`config.mk`:
```
export PLATFORM = sky130hd
export DESIGN_NAME = lmq_register_bank
export DESIGN_NICKNAME = d
export VERILOG_FILES = /design/src/rtl/lmq_pkg.sv /design/src/rtl/lmq_ring_store.sv /design/src/rtl/lmq_register_bank.sv
export SDC_FILE = /design/constraint.sdc
export NUM_CORES = 2
export LEC_CHECK = 0
export BUFFER_PORTS_ARGS = -buffer_cell sky130_fd_sc_hd__buf_2
export CORE_ASPECT_RATIO = 1.75
export CORE_MARGIN = 3
export CORE_UTILIZATION = 55
export CTS_CLUSTER_DIAMETER = 30
export DETAILED_ROUTE_END_ITERATION = 10
export PLACE_DENSITY_LB_ADDON = 0.25
export SETUP_SLACK_MARGIN = 0.05
export SYNTH_ARGS = -nofsm -noshare
export SYNTH_HDL_FRONTEND = slang
export SYNTH_SLANG_ARGS = --single-unit
```
`constraint.sdc`:
```
create_clock -name clock -period 38.2 [get_ports clock]
set_input_delay 7.64 -clock clock [delete_from_list [all_inputs] [get_ports clock]]
set_output_delay 7.64 -clock clock [all_outputs]
set_load 0.01 [all_outputs]
```
`src/rtl/lmq_pkg.sv`:
```
`default_nettype none
package lmq_pkg;
	// register offsets, byte addresses
	localparam logic [11:0] OFS_IDENT = 12'h000;
	localparam logic [11:0] OFS_VERSION = 12'h004;
	localparam logic [11:0] OFS_DEVICE_CODE = 12'h008;
	localparam logic [11:0] OFS_MAKER_CODE = 12'h00C;
	localparam logic [11:0] OFS_OFFERED = 12'h010;
	localparam logic [11:0] OFS_OFFERED_SEL = 12'h014;
	localparam logic [11:0] OFS_ACCEPTED = 12'h020;
	localparam logic [11:0] OFS_ACCEPTED_SEL = 12'h024;
	localparam logic [11:0] OFS_PAGE_BYTES = 12'h028;
	localparam logic [11:0] OFS_RING_SELECT = 12'h030;
	localparam logic [11:0] OFS_RING_CAPACITY = 12'h034;
	localparam logic [11:0] OFS_RING_COUNT = 12'h038;
	localparam logic [11:0] OFS_RING_ALIGN = 12'h03C;
	localparam logic [11:0] OFS_RING_PFN = 12'h040;
	localparam logic [11:0] OFS_DOORBELL = 12'h050;
	localparam logic [11:0] OFS_PENDING = 12'h060;
	localparam logic [11:0] OFS_EVENT_ACK = 12'h064;
	localparam logic [11:0] OFS_PROGRESS = 12'h070;
	localparam logic [11:0] OFS_SETTINGS = 12'h100;

	// fixed answer of the version register: page-based layout
	localparam logic [31:0] LEGACY_VERSION = 32'h0000_0001;
	localparam logic [31:0] WORD_RESET = 32'h0000_0000;

	// event bits of the pending flags register
	localparam int EVT_USED_BIT = 0;
	localparam int EVT_CONFIG_BIT = 1;
	localparam int EVT_BITS = 2;

	// ring layout: descriptor entry, avail header+tail, avail entry
	localparam logic [63:0] DESC_ENTRY_BYTES = 64'h0000_0000_0000_0010;
	localparam logic [63:0] AVAIL_FIXED_BYTES = 64'h0000_0000_0000_0006;
	localparam logic [63:0] AVAIL_ENTRY_BYTES = 64'h0000_0000_0000_0002;

	// defaults of the top parameters
	localparam int NUM_RINGS_DEF = 8;
	localparam int RING_CAPACITY_DEF = 256;
	localparam int FEATURE_WORDS_DEF = 2;
	localparam int SETTINGS_BYTES_DEF = 16;

	typedef enum logic [1:0] {
		LMQ_IDLE = 2'b01,
		LMQ_EXEC = 2'b10
	} lmq_fsm_t;
endpackage
`default_nettype wire

```
`src/rtl/lmq_ring_store.sv`:
```
`timescale 1ns/10ps
`default_nettype none
module lmq_ring_store #(
	parameter int NUM_RINGS = 8,
	parameter int IDX_W = 3
) (
	input wire logic clock,
	input wire logic rst_n,
	input wire logic clear_pfn,
	input wire logic wr_count,
	input wire logic wr_align,
	input wire logic wr_pfn,
	input wire logic [IDX_W-1:0] wr_index,
	input wire logic [31:0] wr_data,
	input wire logic [IDX_W-1:0] rd_index,
	output logic [31:0] rd_count,
	output logic [31:0] rd_align,
	output logic [31:0] rd_pfn
);
	typedef struct packed {
		logic [NUM_RINGS-1:0][31:0] count;
		logic [NUM_RINGS-1:0][31:0] align;
		logic [NUM_RINGS-1:0][31:0] pfn;
		logic [31:0] rc;
		logic [31:0] ra;
		logic [31:0] rp;
	} lmq_store_t;

	lmq_store_t st;
	lmq_store_t next_st;

	// per-ring write, then registered read of the indexed ring
	always_comb begin
		next_st = st;
		for (int i = 0; i < NUM_RINGS; i++) begin
			if (wr_count && wr_index == IDX_W'(i)) begin
				next_st.count[i] = wr_data;
			end
			if (wr_align && wr_index == IDX_W'(i)) begin
				next_st.align[i] = wr_data;
			end
			if (wr_pfn && wr_index == IDX_W'(i)) begin
				next_st.pfn[i] = wr_data;
			end
			if (clear_pfn) begin
				next_st.pfn[i] = 32'h0000_0000;
			end
		end
		next_st.rc = st.count[rd_index];
		next_st.ra = st.align[rd_index];
		next_st.rp = st.pfn[rd_index];
	end

	// all storage zero at reset
	always_ff @(posedge clock or negedge rst_n) begin
		if (!rst_n) begin
			st <= '0;
		end else begin
			st <= next_st;
		end
	end

	assign rd_count = st.rc;
	assign rd_align = st.ra;
	assign rd_pfn = st.rp;
endmodule // lmq_ring_store
`default_nettype wire

```
`src/rtl/lmq_register_bank.sv`:
```
// What this block does
// - version register always reads the fixed legacy layout code.
// - ring base address is page frame times page size.
// - ring select write picks the ring for later ring accesses.
// - capacity read gives the ring maximum, or zero if absent.
// - element count write is stored for the selected ring.
// - used-ring alignment, power of two, stored for the selected ring.
// - page frame write is stored for the selected ring.
// - page frame read gives the selected ring's page; nonzero is busy.
// - progress read gives flags; nonzero write sets reported flags.
// - zero written to progress resets and clears every page frame.
// - used ring is placed on the stored alignment boundary.
// - offered feature word follows the last offered word select.
// - accepted feature bits are stored in the selected word.
// - settings space starts at 0x100 with byte accesses.
// - doorbell write tells that a ring has new buffers.
// - event bits stay set until acknowledged by mask or cleared by a zero progress write.
// - interrupt output is high while any event bit is set.
`timescale 1ns/10ps
`default_nettype none
module lmq_register_bank #(
	parameter int NUM_RINGS = lmq_pkg::NUM_RINGS_DEF,
	parameter int RING_CAPACITY = lmq_pkg::RING_CAPACITY_DEF,
	parameter int FEATURE_WORDS = lmq_pkg::FEATURE_WORDS_DEF,
	parameter int SETTINGS_BYTES = lmq_pkg::SETTINGS_BYTES_DEF,
	// arbitrary value
	parameter logic [31:0] IDENT_SIGNATURE = 32'h5A5A_0F0F,
	// arbitrary value
	parameter logic [31:0] DEVICE_CODE = 32'h0000_0042,
	// arbitrary value
	parameter logic [31:0] MAKER_CODE = 32'h0000_ABCD,
	parameter logic [FEATURE_WORDS*32-1:0] OFFERED_FEATURES = '0
) (
	input wire logic clock,
	input wire logic arst_n,
	input wire logic acc_req,
	input wire logic acc_write,
	input wire logic [11:0] acc_addr,
	input wire logic [31:0] acc_wdata,
	output logic acc_busy,
	output logic acc_ack,
	output logic [31:0] acc_rdata,
	input wire logic evt_used_buffer,
	input wire logic evt_config_change,
	output logic irq,
	output logic doorbell_pulse,
	output logic [31:0] doorbell_ring,
	output logic device_reset_pulse,
	output logic [31:0] progress_flags,
	output logic [63:0] ring_base_addr,
	output logic [63:0] ring_used_addr,
	output logic [31:0] ring_elements
);
	localparam int IDX_W = (NUM_RINGS > 1) ? $clog2(NUM_RINGS) : 1;
	localparam int FSEL_W = (FEATURE_WORDS > 1) ? $clog2(FEATURE_WORDS) : 1;
	localparam int CFG_W = (SETTINGS_BYTES > 1) ? $clog2(SETTINGS_BYTES) : 1;

	// refuse sizes the decode cannot serve
	if (NUM_RINGS < 1 || NUM_RINGS > 256) begin : g_chk_rings
		$error("lmq_register_bank: NUM_RINGS out of range");
	end
	if (FEATURE_WORDS < 1) begin : g_chk_feat
		$error("lmq_register_bank: FEATURE_WORDS out of range");
	end
	if (SETTINGS_BYTES < 1 || SETTINGS_BYTES > 3840) begin : g_chk_cfg
		$error("lmq_register_bank: SETTINGS_BYTES out of range");
	end
	if (RING_CAPACITY < 1 || RING_CAPACITY > 32768) begin : g_chk_cap
		$error("lmq_register_bank: RING_CAPACITY out of range");
	end

	typedef struct packed {
		lmq_pkg::lmq_fsm_t fsm;
		logic op_write;
		logic [11:0] op_addr;
		logic [31:0] op_wdata;
		logic [31:0] ring_sel;
		logic [31:0] page_bytes;
		logic [31:0] offered_sel;
		logic [31:0] accepted_sel;
		logic [FEATURE_WORDS-1:0][31:0] accepted;
		logic [31:0] progress;
		logic [lmq_pkg::EVT_BITS-1:0] pending;
		logic [SETTINGS_BYTES-1:0][7:0] settings;
		logic busy;
		logic ack;
		logic [31:0] rdata;
		logic irq;
		logic doorbell;
		logic [31:0] doorbell_ring;
		logic dev_reset;
		logic [63:0] base_addr;
		logic [63:0] used_addr;
		logic [31:0] elements;
	} lmq_state_t;

	lmq_state_t st;
	lmq_state_t next_st;
	logic [1:0] rst_sync;
	logic rst_n;

	// release of the asynchronous reset through two flops
	always_ff @(posedge clock or negedge arst_n) begin
		if (!arst_n) begin
			rst_sync <= 2'h0;
		end else begin
			rst_sync <= {rst_sync[0], 1'b1};
		end
	end
	assign rst_n = rst_sync[1];

	// does an operation hit the settings window
	function automatic logic settings_hit(input logic [11:0] a);
		settings_hit = (a >= lmq_pkg::OFS_SETTINGS) &&
			(32'(a) < 32'(lmq_pkg::OFS_SETTINGS) + SETTINGS_BYTES);
	endfunction

	// is the selected ring one that exists
	function automatic logic ring_exists(input logic [31:0] sel);
		ring_exists = sel < NUM_RINGS;
	endfunction

	logic sel_ok;
	logic exec_write;
	logic wr_count;
	logic wr_align;
	logic wr_pfn;
	logic clear_pfn;
	logic [31:0] q_count;
	logic [31:0] q_align;
	logic [31:0] q_pfn;
	logic [CFG_W-1:0] cfg_idx;
	logic [63:0] used_raw;
	logic [63:0] align_mask;

	assign sel_ok = ring_exists(st.ring_sel);
	assign exec_write = (st.fsm == lmq_pkg::LMQ_EXEC) && st.op_write;
	assign cfg_idx = CFG_W'(st.op_addr - lmq_pkg::OFS_SETTINGS);

	// ring storage strobes; a missing ring takes no writes
	assign wr_count = exec_write && sel_ok &&
		st.op_addr == lmq_pkg::OFS_RING_COUNT;
	assign wr_align = exec_write && sel_ok &&
		st.op_addr == lmq_pkg::OFS_RING_ALIGN;
	assign wr_pfn = exec_write && sel_ok &&
		st.op_addr == lmq_pkg::OFS_RING_PFN;
	assign clear_pfn = exec_write && st.op_wdata == lmq_pkg::WORD_RESET &&
		st.op_addr == lmq_pkg::OFS_PROGRESS;

	lmq_ring_store #(
		.NUM_RINGS(NUM_RINGS),
		.IDX_W(IDX_W)
	) u_store (
		.clock(clock),
		.rst_n(rst_n),
		.clear_pfn(clear_pfn),
		.wr_count(wr_count),
		.wr_align(wr_align),
		.wr_pfn(wr_pfn),
		.wr_index(IDX_W'(st.ring_sel)),
		.wr_data(st.op_wdata),
		.rd_index(IDX_W'(st.ring_sel)),
		.rd_count(q_count),
		.rd_align(q_align),
		.rd_pfn(q_pfn)
	);

	// used ring follows descriptors and avail ring, rounded up
	assign used_raw = st.base_addr +
		64'(q_count) * lmq_pkg::DESC_ENTRY_BYTES +
		64'(q_count) * lmq_pkg::AVAIL_ENTRY_BYTES + lmq_pkg::AVAIL_FIXED_BYTES;
	assign align_mask = (q_align == 32'h0000_0000) ? 64'h0 :
		64'(q_align) - 64'h1;

	// one operation at a time: take, then execute and answer
	always_comb begin
		next_st = st;
		next_st.ack = 1'b0;
		next_st.doorbell = 1'b0;
		next_st.dev_reset = 1'b0;
		// events win over an acknowledge in the same cycle
		next_st.pending[lmq_pkg::EVT_USED_BIT] =
			st.pending[lmq_pkg::EVT_USED_BIT] | evt_used_buffer;
		next_st.pending[lmq_pkg::EVT_CONFIG_BIT] =
			st.pending[lmq_pkg::EVT_CONFIG_BIT] | evt_config_change;
		// addresses of the selected ring, refreshed every cycle
		next_st.base_addr = 64'(q_pfn) * 64'(st.page_bytes);
		next_st.used_addr = (used_raw + align_mask) & ~align_mask;
		next_st.elements = q_count;
		case (st.fsm)
			lmq_pkg::LMQ_IDLE: begin
				if (acc_req) begin
					next_st.fsm = lmq_pkg::LMQ_EXEC;
					next_st.busy = 1'b1;
					next_st.op_write = acc_write;
					next_st.op_addr = acc_addr;
					next_st.op_wdata = acc_wdata;
				end
			end
			lmq_pkg::LMQ_EXEC: begin
				next_st.fsm = lmq_pkg::LMQ_IDLE;
				next_st.busy = 1'b0;
				next_st.ack = 1'b1;
				next_st.rdata = 32'h0000_0000;
				if (st.op_write) begin
					// read-only and unknown offsets ignore writes
					case (st.op_addr)
						lmq_pkg::OFS_OFFERED_SEL: begin
							next_st.offered_sel = st.op_wdata;
						end
						lmq_pkg::OFS_ACCEPTED: begin
							if (st.accepted_sel < FEATURE_WORDS) begin
								next_st.accepted[FSEL_W'(st.accepted_sel)] =
									st.op_wdata;
							end
						end
						lmq_pkg::OFS_ACCEPTED_SEL: begin
							next_st.accepted_sel = st.op_wdata;
						end
						lmq_pkg::OFS_PAGE_BYTES: begin
							next_st.page_bytes = st.op_wdata;
						end
						lmq_pkg::OFS_RING_SELECT: begin
							next_st.ring_sel = st.op_wdata;
						end
						lmq_pkg::OFS_DOORBELL: begin
							next_st.doorbell = 1'b1;
							next_st.doorbell_ring = st.op_wdata;
						end
						lmq_pkg::OFS_EVENT_ACK: begin
							next_st.pending = (st.pending &
								~st.op_wdata[lmq_pkg::EVT_BITS-1:0]) |
								{evt_config_change, evt_used_buffer};
						end
						lmq_pkg::OFS_PROGRESS: begin
							if (st.op_wdata == lmq_pkg::WORD_RESET) begin
								// soft reset; a same-cycle event still lands
								next_st.progress = lmq_pkg::WORD_RESET;
								next_st.pending =
									{evt_config_change, evt_used_buffer};
								next_st.dev_reset = 1'b1;
							end else begin
								next_st.progress = st.progress |
									st.op_wdata;
							end
						end
						default: begin
							if (settings_hit(st.op_addr)) begin
								next_st.settings[cfg_idx] =
									st.op_wdata[7:0];
							end
						end
					endcase
				end else begin
					// write-only offsets fall to the zero default
					case (st.op_addr)
						lmq_pkg::OFS_IDENT: next_st.rdata = IDENT_SIGNATURE;
						lmq_pkg::OFS_VERSION: begin
							next_st.rdata = lmq_pkg::LEGACY_VERSION;
						end
						lmq_pkg::OFS_DEVICE_CODE: next_st.rdata = DEVICE_CODE;
						lmq_pkg::OFS_MAKER_CODE: next_st.rdata = MAKER_CODE;
						lmq_pkg::OFS_OFFERED: begin
							if (st.offered_sel < FEATURE_WORDS) begin
								next_st.rdata = OFFERED_FEATURES[
									32*FSEL_W'(st.offered_sel) +: 32];
							end
						end
						lmq_pkg::OFS_RING_CAPACITY: begin
							if (sel_ok) begin
								next_st.rdata = 32'(RING_CAPACITY);
							end
						end
						lmq_pkg::OFS_RING_PFN: begin
							if (sel_ok) begin
								next_st.rdata = q_pfn;
							end
						end
						lmq_pkg::OFS_PENDING: begin
							next_st.rdata = 32'(st.pending);
						end
						lmq_pkg::OFS_PROGRESS: begin
							next_st.rdata = st.progress;
						end
						default: begin
							if (settings_hit(st.op_addr)) begin
								next_st.rdata = {24'h000000,
									st.settings[cfg_idx]};
							end
						end
					endcase
				end
			end
			default: begin
				next_st.fsm = lmq_pkg::LMQ_IDLE;
				next_st.busy = 1'b0;
			end
		endcase
		next_st.irq = |next_st.pending;
	end

	// single state register of the bank
	always_ff @(posedge clock or negedge rst_n) begin
		if (!rst_n) begin
			st <= '0;
			st.fsm <= lmq_pkg::LMQ_IDLE;
		end else begin
			st <= next_st;
		end
	end

	// every output straight from the state flops
	assign acc_busy = st.busy;
	assign acc_ack = st.ack;
	assign acc_rdata = st.rdata;
	assign irq = st.irq;
	assign doorbell_pulse = st.doorbell;
	assign doorbell_ring = st.doorbell_ring;
	assign device_reset_pulse = st.dev_reset;
	assign progress_flags = st.progress;
	assign ring_base_addr = st.base_addr;
	assign ring_used_addr = st.used_addr;
	assign ring_elements = st.elements;
endmodule // lmq_register_bank
`default_nettype wire

```
== Yosys cells after proc, flatten, opt, wreduce, memory -nomap -nowiden ==
Cells that the tools add are included.

* Add/subtract/negate cells: 6
* $mul: 1
* Order comparisons: 7
* Eq/ne operators: 27
* Shift operators: 1
* Muxes and demuxes: 51
* Bitwise logic cells: 9
* Reduce and logical (&&, ||, !) cells: 54

{| class="wikitable"
|+ Operators by type and width
! operator !! number
|-
| 32-bit two-way mux || 23
|-
| 32-bit binary-select mux with 3-bit select || 3
|-
| 32-bit one-hot mux with 9 select lines || 1
|-
| 130-bit two-way mux || 2
|-
| 128-bit two-way mux || 2
|-
| 128-bit bitwise mux || 1
|-
| 12-bit by 6-bit == test with 1-bit output, second input constant || 7
|-
| 34-bit two-way mux || 2
|-
| 33-bit two-way mux || 2
|-
| 64-bit by 3-bit adder with 64-bit output, second input constant || 1
|-
| 64-bit by 33-bit adder with 64-bit output || 1
|-
| 64-bit by 36-bit adder with 64-bit output || 1
|-
| 64-bit adder || 1
|-
| 64-bit AND || 1
|-
| 32-bit logical NOT || 2
|-
| 32-bit by 32-bit multiplier with 64-bit output || 1
|-
| 64-bit two-way mux || 1
|-
| 64-bit inverter || 1
|-
| 64-bit by 7-bit indexed part select with 32-bit output, first input constant || 1
|-
| 12-bit by 7-bit == test with 1-bit output, second input constant || 5
|-
| 47-bit two-way mux || 1
|-
| 1-bit logical AND || 33
|-
| 32-bit by 1-bit subtractor with 33-bit output, second input constant || 1
|-
| 8-bit binary-select mux with 4-bit select || 1
|-
| other kinds (37) || 61
|}

* Register bits after elaboration: 1,400
* Input bits: 50
* Output and inout port bits: 261
* Logic and storage cells: 219

== Logic depth before layout (Yosys ltp) ==
* Depth after elaboration: 11
* Gate-level depth with buffers: 27
* Gate-level depth less buffers: 26

== By module ==
From an unflattened synthesis, not the netlist that was laid out.

* Cells, all modules: 8,811
* Area, all modules: 98,195.4 um2

{| class="wikitable"
|+ Modules (own cells, without submodules)
! module !! instances !! cells an instance !! area an instance (um2) !! sequential area each (um2)
|-
| lmq_register_bank || 1 || 5,980 || 59,894.9 || 12,613.3
|-
| lmq_ring_store || 1 || 2,831 || 38,300.5 || 21,620.7
|}

== Worst setup path before layout ==
Ideal clock, no wire load.

* Path type: input to register
* From: input acc_req
* To: register st[615] (netlist bit)
* Setup time: 0.067 ns
* Arrival: 8.633 ns
* Required time: 38.133 ns
* Setup slack: 29.500 ns
* Stages on the path: 7
* Buffers on the path: 3
* Cells stage by stage: nand3b_1 > clkbuf_1 > inv_1 > clkbuf_1 > clkbuf_1 > nand2_1 > nand2_1

* Cells in the longest elaborated chain, start to end: 1

{| class="wikitable"
|+ Ends and longest elaborated chain
! element !! line !! RTL
|-
| from (decl) || lmq_register_bank.sv:36 || <nowiki>input wire logic acc_req,</nowiki>
|-
| 2-bit AND reduction (no line) || -- ||
|-
| to (signal assigned) || lmq_register_bank.sv:308 || <nowiki>st <= next_st;</nowiki>
|-
| to (decl) || lmq_register_bank.sv:97 || <nowiki>lmq_state_t st;</nowiki>
|}

No other way between the ends.
A chain may end at the register's enable or synchronous reset.

== Final worst setup path ==
* From: register st, in the netlist ring_base_addr[55]
* To: output ring_base_addr[55]

{| class="wikitable"
|+ RTL lines
! element !! line !! RTL
|-
| to (decl) || lmq_register_bank.sv:50 || <nowiki>output logic [63:0] ring_base_addr,</nowiki>
|}

No word-level cell between the ends.

==> results_tabular.tex <==
\begin{tabular}{lr}
\hline
Metric & Value \\
\hline
\multicolumn{2}{l}{\textbf{Cells and area}} \\
\quad Area Overhead vs Synth & 8.87\% \\
\quad Layout cells sized above 1 & 0.225 \\
\quad Number of nets at the end of the flow & 9982 \\
\quad Filler cells & 14070 \\
\quad Layout Cell Area excl Fill & 0.106 mm2 \\
\multicolumn{2}{l}{\textbf{Synthesis}} \\
\quad Cell Area, Synth & 0.0976 mm2 \\
\quad Syn\_area\_per\_cell & 11.2 um2 \\
\quad Library cells used by synthesis & 96 \\
\quad Fraction of registers with async set/reset & 1.00 \\
\quad Cells after synthesis & 8751 \\
\quad Commonest register cell after synthesis & sky130\_fd\_sc\_hd\_\_dfrtp\_1 \\
\quad Yosys warnings & 0 \\
\quad Number of flops mapped to enable cells by yosys & 0 \\
\quad Synthesized flop and latch total & 1368 \\
\quad Part of the Yosys area used for sequential elements & 0.351 \\
\multicolumn{2}{l}{\textbf{Hold path}} \\
\quad Worst Hold Launch & rst\_sync[0]\$\_DFF\_PN0\_ \\
\quad Worst hold path depth & 0 \\
\quad Class of the tightest hold or removal check & register to register \\
\quad Min-Delay Endpoint & rst\_sync[1]\$\_DFF\_PN0\_ \\
\multicolumn{2}{l}{\textbf{Clock network}} \\
\quad Number of sinks driven by the clock tree & 1368 \\
\quad Total CTS buffers & 201 \\
\quad Later-pin clock latency in the skew report & 0.87 ns \\
\quad Clock transition at the registers of the reported paths & 0.05 ns \\
\quad CTS Root Buffer Type & sky130\_fd\_sc\_hd\_\_clkbuf\_16 \\
\quad Number of resized instances in the post-cts repair step & 0 \\
\quad Buffer count from post-CTS setup fixing & 0 \\
\quad Max Buffers Root-to-Sink & 4 \\
\quad CTS Hold Bufs & 0 \\
\quad Number of levels the H-tree was split into & 4 \\
\quad TritonCTS clock tree & yes \\
\multicolumn{2}{l}{\textbf{GRT}} \\
\quad Global route total overflow & 0 \\
\quad Maximum number of pins on one net before global-route repair & 186 \\
\quad Overall track demand over capacity in global routing & 0.325 \\
\quad Antenna violations before repair & 28 \\
\quad Vias in the first global route & 72660 \\
\quad Global-route wire length before repair & 444000 um \\
\multicolumn{2}{l}{\textbf{Floorplanning}} \\
\quad Placeable core area & 0.176 mm2 \\
\quad Num rows & 203 \\
\quad Top-Level Pins & 311 \\
\quad Die span in y & 563 um \\
\quad Total Die Area & 0.183 mm2 \\
\quad Initial Utilization & 0.556 \\
\quad Die boundary width & 324 um \\
\multicolumn{2}{l}{\textbf{Setup path}} \\
\quad Required time of the critical path & 30.56 ns \\
\quad R2r endpoint & ring\_base\_addr[53]\$\_DFF\_PN0\_ \\
\quad Cells traversed along the worst timing path & buf\_2 \\
\quad Arr. time, crit path & 1.52 ns \\
\quad Largest delay share family, worst path & flip-flops \\
\quad Startpoint class of the critical path & register \\
\quad Crit path capture type & output port \\
\quad Worst reg-to-reg path cell count & 22 \\
\quad Combined buffer and inverter count along the critical path & 1 \\
\quad Maximum fanout encountered on the critical timing path & 2 \\
\quad Worst Setup Path Type & register to output port \\
\quad Reg2reg start & u\_store.rd\_pfn[15]\$\_DFF\_PN0\_ \\
\quad Critical Path Max Stage Delay & 0.48 ns \\
\quad Crit-path slowest cell & sky130\_fd\_sc\_hd\_\_dfrtp\_1 \\
\quad Flop-to-flop setup slack & 29.52 ns \\
\multicolumn{2}{l}{\textbf{Outcome}} \\
\quad Result of the run & completed \\
\multicolumn{2}{l}{\textbf{STA}} \\
\quad Aggregate negative setup slack & 0 ns \\
\quad Number of max-slew violations in the final report & 0 \\
\quad Transition time of the tightest slew-check pin & 1.30 ns \\
\quad Maximum achievable frequency & 0.109 GHz \\
\quad Period utilization & 0.240 \\
\quad Hold violation count in the final report & 0 \\
\quad Setup repair after global routing missed its margin & false \\
\quad Max transition margin & 0.132 \\
\quad Clock Skew & 0.0980 ns \\
\quad Crit path time final & 9.16 ns \\
\quad Worst hold margin & 0.346 ns \\
\quad Total of endpoints with negative setup slack in the final report & 0 \\
\multicolumn{2}{l}{\textbf{Routing}} \\
\quad DR iter-0 viols & 4678 \\
\quad Avg Vias per Cell & 5.93 \\
\quad Post-detailed-routing wire length & 294000 um \\
\quad Pre-Repair DR Iteration Count & 6 \\
\quad DR DRC count & 0 \\
\quad Antenna viol nets, final & 0 \\
\quad Routed length per placed instance & 26.5 um \\
\quad Vias after detailed routing & 65882 \\
\multicolumn{2}{l}{\textbf{Pwr}} \\
\quad Share of power burned in registers & 0.413 \\
\quad Total power & 3.63 mW \\
\quad Leakage power figure & 54.0 nW \\
\quad Power share of the combinational group & 0.063 \\
\quad Ratio of total power to cell area & 34.2 mW/mm2 \\
\quad Part of the total power dissipated in the clock network & 0.524 \\
\quad Internal cell power & 2.66 mW \\
\quad Switching share of power & 0.267 \\
\quad Worst-case vdd ir drop & 0.0000582 V \\
\quad Sw Pwr & 968 uW \\
\multicolumn{2}{l}{\textbf{Placement}} \\
\quad Cell area reported after detailed placement & 0.0992 mm2 \\
\quad Routability-driven placement congestion ratio & 0.948 \\
\quad Post-DP HPWL & 203000 um \\
\quad Number of I/O port buffers & 310 \\
\multicolumn{2}{l}{\textbf{Flow run}} \\
\quad Number of maximum-capacitance constraint violations & 0 \\
\hline
\end{tabular}
[state kept, by name, indices dropped and copies added (netlist names), 2 cells and up, named ones only]
name and count:
doorbell_ring 32, acc_rdata 32, st 113, ring_elements 32, u_store.rd_count 32, ring_base_addr 64
u_store.st 768, u_store.rd_align 32, rst_sync 2, progress_flags 32, ring_used_addr 64, u_store.rd_pfn 32
[power groups by stage]
stage	sequential (mW)	combinational [mW]	clock, mW
finish	1.50	0.229	1.90
global route	1.50	0.246	1.99
CTS	1.50	0.231	1.93
detailed placement	1.52	0.231	0
global placement	1.52	0.228	0
floorplan	1.52	0.122	0
[Yosys cell counts, types with 10 or more instances]
| cell type | n | share of area |
|---|---|---|
| sky130_fd_sc_hd__mux2_2 | 833 | 0.096 |
| sky130_fd_sc_hd__a221oi_1 | 19 | 0.0017 |
| sky130_fd_sc_hd__nor3_1 | 30 | 0.0015 |
| sky130_fd_sc_hd__a31oi_1 | 22 | 0.0014 |
| sky130_fd_sc_hd__dfrtp_1 | 1367 | 0.35 |
| sky130_fd_sc_hd__xor2_1 | 49 | 0.0044 |
| sky130_fd_sc_hd__a22oi_1 | 16 | 0.0012 |
| sky130_fd_sc_hd__fa_1 | 961 | 0.20 |
| sky130_fd_sc_hd__o21ai_0 | 337 | 0.017 |
| sky130_fd_sc_hd__clkbuf_1 | 491 | 0.019 |
| sky130_fd_sc_hd__nor2b_1 | 12 | 0.00077 |
| sky130_fd_sc_hd__nand2b_1 | 14 | 0.00090 |
| sky130_fd_sc_hd__a22o_1 | 68 | 0.0061 |
| sky130_fd_sc_hd__and2_1 | 624 | 0.040 |
| sky130_fd_sc_hd__nor2_1 | 101 | 0.0039 |
| sky130_fd_sc_hd__o21a_1 | 24 | 0.0018 |
| sky130_fd_sc_hd__buf_4 | 256 | 0.020 |
| sky130_fd_sc_hd__mux4_2 | 232 | 0.054 |
| sky130_fd_sc_hd__o21bai_1 | 24 | 0.0018 |
| sky130_fd_sc_hd__nand3_1 | 41 | 0.0021 |
| sky130_fd_sc_hd__a21o_1 | 75 | 0.0058 |
| sky130_fd_sc_hd__buf_1 | 89 | 0.0034 |
| sky130_fd_sc_hd__inv_1 | 1017 | 0.039 |
| sky130_fd_sc_hd__nor4_1 | 24 | 0.0015 |
| sky130_fd_sc_hd__ha_1 | 385 | 0.049 |
| sky130_fd_sc_hd__a211o_1 | 10 | 0.00090 |
| sky130_fd_sc_hd__nand4_1 | 29 | 0.0019 |
| sky130_fd_sc_hd__xnor2_1 | 85 | 0.0076 |
| sky130_fd_sc_hd__nand2_1 | 1180 | 0.045 |
| sky130_fd_sc_hd__a21oi_1 | 139 | 0.0071 |
| sky130_fd_sc_hd__and3_1 | 35 | 0.0022 |
[worst max path at each step]
| stage | from | end | depth (start not counted) |
|---|---|---|---|
| 3_5_place_dp | acc_req | st[620]$_DFFE_PN0P_ | 7 |
| 5_1_grt | ring_base_addr[39]$_DFF_PN0_ | ring_base_addr[39] | 1 |
| 3_3_place_gp | acc_req | st[620]$_DFFE_PN0P_ | 7 |
| 4_1_cts | ring_base_addr[55]$_DFF_PN0_ | ring_base_addr[55] | 1 |
| 6_report | ring_base_addr[55]$_DFF_PN0_ | ring_base_addr[55] | 1 |
| 2_1_floorplan | rst_sync[1]$_DFF_PN0_ | asynchronous set/reset pin | 0 |
[layer usage]
layer / vias to the layer above / part of all wire / global-route usage
met1: 34479 / 0.36 / 0.371
met3: 952 / 0.071 / 0.0621
li1: 27751 / - / -
met4: 10 / 0.074 / 0.210
met2: 2690 / 0.50 / 0.560
met5: - / 0.00023 / 0
[area by class of cell]
class                           instances  area, um2  area share
Clock inverter                        134       1620      0.0152
Sequential cell                      1368      34300       0.323
Clock buffer                          232       5370      0.0505
Multi-Input combinational cell       5555      55600       0.523
Timing Repair Buffer                  442       2570      0.0242
Tap cell                             2357       2950      0.0278
Inverter                             1018       3820      0.0360
Antenna cell                           11       27.5    0.000259
[layout by cell type, fill, tap and decap left out, types with 139 or more instances in the layout]
cell type,instances
sky130_fd_sc_hd__ha_1,385
sky130_fd_sc_hd__clkbuf_16,202
sky130_fd_sc_hd__a21oi_1,139
sky130_fd_sc_hd__mux4_2,232
sky130_fd_sc_hd__nand2_1,1171
sky130_fd_sc_hd__fa_1,961
sky130_fd_sc_hd__inv_1,1017
sky130_fd_sc_hd__and2_1,623
sky130_fd_sc_hd__mux2_2,833
sky130_fd_sc_hd__dfrtp_1,1326
sky130_fd_sc_hd__o21ai_0,337
sky130_fd_sc_hd__buf_2,310
[logic make-up (layout without fill, tap and decap cells)]
kind of cell / after synthesis / after routing / synth area share
buffers and inverters: 1858 / 1826 / 0.0814
AO/OA/AOI/OAI: 819 / 819 / 0.0531
multiplexers: 1069 / 1069 / 0.150
flip-flops: 1368 / 1368 / 0.351
adder cells (fa/ha/maj): 1346 / 1346 / 0.246
other: 2 / 43 / 0.0000770
AND/OR/NAND/NOR: 2155 / 2155 / 0.106
XOR/XNOR: 134 / 134 / 0.0120
[stage by stage]
stage / setup slack, ns / utilization / std cells
floorplan: 16.03 / - / 8781
finish: 29.04 / 0.605 / 11117
CTS: 28.99 / 0.605 / 11106
global placement: 29.24 / 0.565 / 10740
detailed placement: 29.20 / 0.565 / 10740
global route: 29.02 / 0.605 / 11107
No activity file was read; power rests on OpenSTA's default activity.
